**src/common/bird_pkg.sv**
```systemverilog
package bird_pkg;
    // ------------------------------------------------------------
    // instruction word layout
    // ------------------------------------------------------------
    localparam int unsigned INSN_W    = 14;               // instruction width
    localparam int unsigned PC_W      = 13;               // program counter width
    localparam int unsigned DATA_W    = 8;                // data path width
    localparam int unsigned FADDR_W   = 7;                // file address width
    localparam int unsigned LIT_W     = 11;               // jump literal width
    localparam int unsigned STACK_D   = 8;                // return stack depth
    localparam int unsigned STACK_AW  = 3;                // stack pointer width

    // opcode patterns
    localparam logic [1:0]  JUMP_TOP      = 2'h2;          // top two bits of a jump
    localparam logic [5:0]  INC_OP        = 6'h0a;         // top six bits of increment
    localparam logic [13:0] IRET_WORD     = 14'h0009;      // interrupt return word
    localparam logic [13:0] IDLE_MASK     = 14'h3f9f;      // idle word, care bits
    localparam logic [13:0] IDLE_WORD     = 14'h0000;      // idle word, value

    // field positions
    localparam int unsigned DEST_BIT      = 7;             // destination select bit
    localparam int unsigned LATCH_LO      = 3;             // high-latch bits used
    localparam int unsigned ZERO_BIT      = 2;             // zero flag in status
    localparam int unsigned GLOBAL_EN_BIT = 7;             // enable in interrupt control

    // reset values
    localparam logic [PC_W-1:0]   PC_RST  = 13'h0000;
    localparam logic [DATA_W-1:0] ACC_RST = 8'h00;
    localparam logic [DATA_W-1:0] REG_RST = 8'h00;
    localparam logic [DATA_W-1:0] STATUS_RST = 8'h18;
    localparam logic [DATA_W-1:0] ICTL_RST   = 8'h00;
endpackage

```
**src/design/branch_increment_return_decode.sv**
```systemverilog
`timescale 1ns/1ps
`default_nettype none
module branch_increment_return_decode #(
    parameter int unsigned STACK_D = bird_pkg::STACK_D
) (
    input  wire logic                         clk_i,
    input  wire logic                         rst_n_i,
    input  wire logic [bird_pkg::INSN_W-1:0]  insn_i,       // fetched word
    input  wire logic                         insn_valid_i, // word present
    input  wire logic [bird_pkg::DATA_W-1:0]  pc_high_latch_i, // high latch value
    input  wire logic                         push_i,       // interrupt entry push
    input  wire logic [bird_pkg::PC_W-1:0]    push_pc_i,    // address to push
    input  wire logic [bird_pkg::FADDR_W-1:0] peek_addr_i,  // debug file read
    output var  logic [bird_pkg::PC_W-1:0]    pc_o,         // program counter
    output var  logic [bird_pkg::DATA_W-1:0]  acc_o,        // accumulator
    output var  logic [bird_pkg::DATA_W-1:0]  status_o,     // status register
    output var  logic [bird_pkg::DATA_W-1:0]  interrupt_control_reg_o,
    output var  logic                         flush_o,      // pipeline refill cycle
    output var  logic [bird_pkg::DATA_W-1:0]  peek_data_o   // debug file data
);
    // ------------------------------------------------------------
    // types
    // ------------------------------------------------------------
    typedef enum logic [1:0] {
        ST_RUN,        // decode new words
        ST_FLUSH       // idle refill cycle
    } phase_t;

    typedef struct packed {
        phase_t                            phase;
        logic [bird_pkg::PC_W-1:0]         pc;
        logic [bird_pkg::DATA_W-1:0]       acc;
        logic [bird_pkg::DATA_W-1:0]       status;
        logic [bird_pkg::DATA_W-1:0]       ictl;
        logic                              dest;   // latched destination
        logic [bird_pkg::FADDR_W-1:0]      faddr;  // latched file address
        logic [bird_pkg::STACK_AW-1:0]     sp;     // stack pointer
        logic                              flush;
        logic                              wb;     // increment result due
        logic                              fwd;    // operand comes from res
        logic [bird_pkg::DATA_W-1:0]       res;    // last increment result
    } state_t;

    state_t st_ff;                                  // registered state
    state_t nxt_st;                                 // next state
    logic [bird_pkg::PC_W-1:0] stack_ff [STACK_D];  // return stack

    logic [bird_pkg::DATA_W-1:0] file_rd;           // file read data
    logic [bird_pkg::DATA_W-1:0] inc_src;           // increment operand
    logic [bird_pkg::DATA_W-1:0] inc_val;           // incremented value
    logic                        file_we;           // file write strobe
    logic                        do_push;           // stack push
    logic [bird_pkg::DATA_W-1:0] peek_rd;           // second read port

    // ------------------------------------------------------------
    // helpers
    // ------------------------------------------------------------
    function automatic logic [bird_pkg::PC_W-1:0] pc_next(
        input logic [bird_pkg::PC_W-1:0] pc);
        pc_next = pc + 13'h0001;
    endfunction

    // top two bits select the absolute jump, the low 11 bits are the literal
    function automatic logic is_jump(input logic [bird_pkg::INSN_W-1:0] w);
        is_jump = (w[bird_pkg::INSN_W-1 -: $bits(bird_pkg::JUMP_TOP)] == bird_pkg::JUMP_TOP);
    endfunction

    // top six bits select the file increment
    function automatic logic is_inc(input logic [bird_pkg::INSN_W-1:0] w);
        is_inc = (w[bird_pkg::INSN_W-1 -: $bits(bird_pkg::INC_OP)] == bird_pkg::INC_OP);
    endfunction

    // idle word with its two don't-care bits masked off
    function automatic logic is_idle(input logic [bird_pkg::INSN_W-1:0] w);
        is_idle = ((w & bird_pkg::IDLE_MASK) == bird_pkg::IDLE_WORD);
    endfunction

    // ------------------------------------------------------------
    // file memory: one port for execution, one for peeking
    // ------------------------------------------------------------
    file_ram #(.AW(bird_pkg::FADDR_W), .DW(bird_pkg::DATA_W)) u_ram (
        .clk_i   (clk_i),
        .raddr_i (insn_i[bird_pkg::FADDR_W-1:0]),
        .rdata_o (file_rd),
        .we_i    (file_we),
        .waddr_i (st_ff.faddr),
        .wdata_i (inc_val)
    );

    file_ram #(.AW(bird_pkg::FADDR_W), .DW(bird_pkg::DATA_W)) u_peek (
        .clk_i   (clk_i),
        .raddr_i (peek_addr_i),
        .rdata_o (peek_rd),
        .we_i    (file_we),
        .waddr_i (st_ff.faddr),
        .wdata_i (inc_val)
    );

    // a back-to-back increment of the same file would read stale ram data:
    // take the result still in flight instead
    assign inc_src = st_ff.fwd ? st_ff.res : file_rd;
    // wrap from all ones to zero falls out of the 8-bit add
    assign inc_val = inc_src + 8'h01;
    // write-back overlaps the next decode, so an increment costs one cycle
    assign file_we = st_ff.wb && st_ff.dest;
    // a push only lands between words, never beside a decode
    assign do_push = push_i && (st_ff.phase == ST_RUN) && !insn_valid_i;

    // ------------------------------------------------------------
    // decode and execute
    // ------------------------------------------------------------
    // one pass: retire any pending increment, then decode the new word
    always_comb begin
        nxt_st       = st_ff;
        nxt_st.flush = 1'b0;
        nxt_st.wb    = 1'b0;
        nxt_st.fwd   = 1'b0;
        // retire the increment decoded on the previous edge, in any phase
        if (st_ff.wb) begin
            if (!st_ff.dest) begin
                // destination bit clear: result goes to the accumulator
                nxt_st.acc = inc_val;
            end
            nxt_st.status[bird_pkg::ZERO_BIT] = (inc_val == 8'h00);
            // kept for a following increment of the same file
            nxt_st.res = inc_val;
        end
        case (st_ff.phase)
            ST_RUN: begin
                if (do_push) begin
                    // interrupt entry stores the return address
                    nxt_st.sp = st_ff.sp + 3'h1;
                end else if (insn_valid_i) begin
                    if (is_jump(insn_i)) begin
                        // flags untouched on a jump
                        nxt_st.pc = {pc_high_latch_i[bird_pkg::LATCH_LO+1:bird_pkg::LATCH_LO],
                                     insn_i[bird_pkg::LIT_W-1:0]};
                        nxt_st.phase = ST_FLUSH;
                        nxt_st.flush = 1'b1;
                    end else if (is_inc(insn_i)) begin
                        // file read issued now, result retired on the next edge
                        nxt_st.wb    = 1'b1;
                        nxt_st.dest  = insn_i[bird_pkg::DEST_BIT];
                        nxt_st.faddr = insn_i[bird_pkg::FADDR_W-1:0];
                        // same file as the write now landing: ram would be stale
                        nxt_st.fwd   = st_ff.wb && st_ff.dest &&
                                       (st_ff.faddr == insn_i[bird_pkg::FADDR_W-1:0]);
                        nxt_st.pc    = pc_next(st_ff.pc);
                    end else if (insn_i == bird_pkg::IRET_WORD) begin
                        nxt_st.sp  = st_ff.sp - 3'h1;
                        nxt_st.pc  = stack_ff[st_ff.sp - 3'h1];
                        nxt_st.ictl[bird_pkg::GLOBAL_EN_BIT] = 1'b1;
                        nxt_st.phase = ST_FLUSH;
                        nxt_st.flush = 1'b1;
                    end else if (is_idle(insn_i)) begin
                        // idle word: only the program counter moves
                        nxt_st.pc = pc_next(st_ff.pc);
                    end else begin
                        // undecoded words are outside this block: step like idle
                        nxt_st.pc = pc_next(st_ff.pc);
                    end
                end
            end
            ST_FLUSH: begin
                // second cycle of a branch does nothing
                nxt_st.phase = ST_RUN;
            end
            default: begin
                nxt_st.phase = ST_RUN;
            end
        endcase
    end

    // ------------------------------------------------------------
    // state register
    // ------------------------------------------------------------
    // whole state advances together; reset loads constants only
    always_ff @(posedge clk_i or negedge rst_n_i) begin
        if (!rst_n_i) begin
            st_ff.phase  <= ST_RUN;
            st_ff.pc     <= bird_pkg::PC_RST;
            st_ff.acc    <= bird_pkg::ACC_RST;
            st_ff.status <= bird_pkg::STATUS_RST;
            st_ff.ictl   <= bird_pkg::ICTL_RST;
            st_ff.dest   <= 1'b0;
            st_ff.faddr  <= 7'h00;
            st_ff.sp     <= 3'h0;
            st_ff.flush  <= 1'b0;
            st_ff.wb     <= 1'b0;
            st_ff.fwd    <= 1'b0;
            st_ff.res    <= bird_pkg::REG_RST;
        end else begin
            st_ff <= nxt_st;
        end
    end

    // return stack storage, no reset needed
    always_ff @(posedge clk_i) begin
        if (do_push) begin
            stack_ff[st_ff.sp] <= push_pc_i;
        end
    end

    // ------------------------------------------------------------
    // outputs straight from flip-flops
    // ------------------------------------------------------------
    // peek data is the mirror ram's registered output
    assign pc_o                    = st_ff.pc;
    assign acc_o                   = st_ff.acc;
    assign status_o                = st_ff.status;
    assign interrupt_control_reg_o = st_ff.ictl;
    assign flush_o                 = st_ff.flush;
    assign peek_data_o             = peek_rd;
endmodule
`default_nettype wire

```
**src/design/file_ram.sv**
```systemverilog
`timescale 1ns/1ps
`default_nettype none
// ----------------------------------------------------------------
// file register memory, registered read data
// ----------------------------------------------------------------
module file_ram #(
    parameter int unsigned AW = 7,
    parameter int unsigned DW = 8
) (
    input  wire logic          clk_i,
    input  wire logic [AW-1:0] raddr_i,   // read address
    output var  logic [DW-1:0] rdata_o,   // read data, one cycle later
    input  wire logic          we_i,      // write strobe
    input  wire logic [AW-1:0] waddr_i,   // write address
    input  wire logic [DW-1:0] wdata_i    // write data
);
    logic [DW-1:0] mem [0:(1<<AW)-1];    // storage array

    // write and registered read on one edge; a read of the written address gets the old word
    always_ff @(posedge clk_i) begin
        if (we_i) begin
            mem[waddr_i] <= wdata_i;
        end
        rdata_o <= mem[raddr_i];
    end
endmodule
`default_nettype wire

```
**config.mk**
```make
export PLATFORM = sky130hd
export DESIGN_NAME = branch_increment_return_decode
export DESIGN_NICKNAME = d
export VERILOG_FILES = /design/src/common/bird_pkg.sv /design/src/design/branch_increment_return_decode.sv /design/src/design/file_ram.sv
export SDC_FILE = /design/constraint.sdc
export NUM_CORES = 1
export LEC_CHECK = 0
export BUFFER_PORTS_ARGS = -buffer_cell sky130_fd_sc_hd__buf_2
export CORE_MARGIN = 3
export CORE_UTILIZATION = 29
export DETAILED_ROUTE_END_ITERATION = 6
export GPL_TIMING_DRIVEN = 0
export MAX_ROUTING_LAYER = met4
export PLACE_DENSITY = 0.44
export REMOVE_ABC_BUFFERS = 1
export SETUP_SLACK_MARGIN = 0.3
export SLEW_MARGIN = 5
export SYNTH_ARGS = -nofsm -noshare
export SYNTH_HDL_FRONTEND = slang
export SYNTH_SLANG_ARGS = --single-unit
```
**constraint.sdc**
```tcl
create_clock -name clk_i -period 10.7 [get_ports clk_i]
set_input_delay 0.535 -clock clk_i [delete_from_list [all_inputs] [get_ports clk_i]]
set_output_delay 0.535 -clock clk_i [all_outputs]
set_load 0.005 [all_outputs]
```
==> flow_summary.ini <==
[timing]
rsz0062_at_grt = no
tightest_slew_ps = 1400
timing.fmax_ghz = 0.238
fin_crit_sh_pct = 39.3
min_period_ps = 4210
slew_headroom_pct = 6.01
final_max_slew_viol_count = 0
finalSetupViolCount = 0
final_hold_viol_count = 0
fin_skew_ps = 33.2

[setup_path]
cp-end-kind = flip-flop
cpLargestDelayFamily = buffers and inverters
cpMostUsedCell = buf_6
max_stage_delay_ps = 970
path_buf_inv = 7
path_cells = mux2i_4 > buf_16 > inv_1 > ha_4 > o21ai_0 > nor2_1 > xnor2_2 > buf_6 > buf_6 > buf_6 > buf_8 > buf_6
worstSetupPathType = flip-flop to flip-flop
worst-path-max-fanout = 34
cpMaxStageDelayCell = mux2i_4
timing.critical_path.required_ps = 11290
crit_arrival_ps = 4800
startpoint_type = flip-flop

[global_route]
grtUsageTotal_pct = 18.9
grt_pass1_vias = 30935
antenna_found_initial = 13
grt_max_degree = 91
grt_first_pass_wirelength_mm = 249
grt-ovfl-total = 0

[layout]
instances_no_fill = 5474
drive_above_1_share_pct = 34.3
finalInstanceArea_um2 = 63400
area_delta_synth_final_pct = 15.7
nets = 2929
nFillCells = 17487

[placement]
postPlaceCellArea_um2 = 58900
gp_congestion = 0.803
hpwl_mm = 117
portBuffers = 71
placed_cells = 5201

[logic_synthesis]
async_flop_share_pct = 3.87
synthCells = 2811
synth_area_leaders = edfxtp_1 62%, mux4_2 24%, dfrtp_1 2.1%
synth_edf_count = 1128
ys_seq_elements = 1190
synth.most_common_cell = edfxtp_1
avgSynthCellArea_um2 = 19.5
yosysSeqAreaShare_pct = 64.5
synth.top_cell.area_share_pct = 61.8
netlist_area_um2 = 54800
synth_cell_type_count = 56
ys.flop_type = edfxtp_1
synth_commonest_cells = 1128 x edfxtp_1, 586 x mux4_2, 201 x nor2_1
yosysWarnings = 0
synth_top_cell_by_area = edfxtp_1

[cts]
clkSinkCount = 1190
clockBufferDepth = 3
cts_tree = built
h-tree-depth = 4
ctsHoldBuffers = 13
clk_pin_slew_ps = 60
cts.repair.resized = 0
clk_latency_ps = 780
cts-root-buf = clkbuf_16
cts-buffers-inserted = 140
post-cts-setup-buffers = 0

[power]
power.density_nw_per_um2 = 184
p_leak_uw = 0.0197
vdd_drop_max_mv = 0.207

[floorplan]
num_rows = 158
chipHeight_um = 441
initial_core_util_pct = 29.4
coreArea_um2 = 187000
dieArea_um2 = 194000
io_pins = 92
die_w_um = 441

[run_status]
status = finished, final reports clean

[flow_run]
cap_violations = 0

[detailed_routing]
antenna_left = 0
drc = 0
vias = 29907
wl_mm = 180
drt_iter0_markers = 3052
wl_per_cell_um = 32.8
drtPass1Iterations = 5
via_per_inst = 5.46

[hold_path]
hold_class = input pin to flip-flop
-- power breakdown --
group	leakage (uW)	switching, uW	internal (uW)
logic	0.00676	1000	631
clock network	0.00213	1960	2620
registers	0.0108	67.0	5390
-- per-layer routing --
| layer | track usage [%] | up-vias | part of all wire [%] |
|---|---|---|---|
| met5 | - | - | 0 |
| met4 | 6.14 | 0 | 3.2 |
| met3 | 3.57 | 247 | 6.6 |
| met2 | 30.4 | 1338 | 50 |
| met1 | 24.2 | 16274 | 41 |
| li1 | - | 12048 | - |
-- cell families after synthesis --
kind of cell               Yosys count  synth area share [%]
muxes                              739                  27.0
and+or+nand+nor                    373                  3.00
other                                2                0.0137
xor gates and xnor gates            25                 0.400
buffers and inverters              258                  2.19
DFF                               1190                  64.5
adders and majority gates            5                 0.114
AOI/OAI and AO/OA                  219                  2.80
-- final cells by class --
type                    count  area, um2  share of cell area (%)
flip-flops and latches   1190      35300                    55.7
multi-input cells        1375      18500                    29.1
clock buffers             175       3720                    5.87
well taps                2480       3100                    4.89
repair buffers            160       2060                    3.25
clock inverters            74        622                   0.981
inverters                  11       48.8                  0.0770
diodes                      9       22.5                  0.0355
-- stage by stage --
step | total power [uW] | TNS (ps) | hold slack, ps | util, % | setup WS, ps
2_1_floorplan | 6380 | 0 | 239 | - | 487
3_3_place_gp | 7220 | -2437810 | 437 | 30.6 | -8950
3_5_place_dp | 7210 | 0 | 441 | 31.6 | 6060
4_1_cts | 11800 | 0 | 10.5 | 33.9 | 6530
5_1_grt | 12100 | 0 | 65.8 | 34.0 | 6260
6_report | 11700 | 0 | 85.7 | 34.0 | 6490
-- state kept, by name, summed over array words and instances (netlist names) --
signal	cells
flush_o	1
status_o	1
u_peek.rdata_o	8
interrupt_control_reg_o	1
stack_ff	104
pc_o	13
acc_o	8
st_ff	22
u_ram.mem	1000
u_ram.rdata_o	8
u_peek.mem	24
-- worst paths after layout --
kind / startpoint / end / slack [ps] / cells after the start
worst max register to register: st_ff[8] / u_ram.mem[42][6] / 6490 / 12
worst min register to register: interrupt_control_reg_o[7] / interrupt_control_reg_o[7] / 450 / 1
worst min-delay path: insn_valid_i / st_ff[12] / 90 / 2
worst max-delay path: st_ff[8] / u_ram.mem[42][6] / 6490 / 12
max in group asynchronous: rst_n_i / st_ff[7] / 9760 / 2
min in group asynchronous: rst_n_i / pc_o[10] / 390 / 2
-- worst reg2reg max path: stages (launching register included) --
cell     delay (ps)
dfrtp_1         790
mux2i_4         980
buf_16          260
inv_1           140
ha_4            200
o21ai_0         150
nor2_1          130
xnor2_2         310
buf_6           250
buf_6           200
buf_6           180
buf_8           180
buf_6           230
-- cell usage in the layout (no fill, tap or decap), types with 16 or more instances in the layout --
cell	instances
a21oi_1	38
buf_16	34
nor2_1	190
clkinv_1	25
clkbuf_16	143
mux4_2	586
mux2_2	52
xor2_1	16
clkinv_2	27
dfrtp_1	45
a22oi_1	61
o21ai_0	28
mux2i_1	100
edfxtp_1	1128
dfxtp_1	16
nand2_1	64
clkbuf_1	30
nand3_1	19
buf_2	63
buf_8	21
nor2b_1	21
Note: power is estimated with default switching activity, not from simulation.
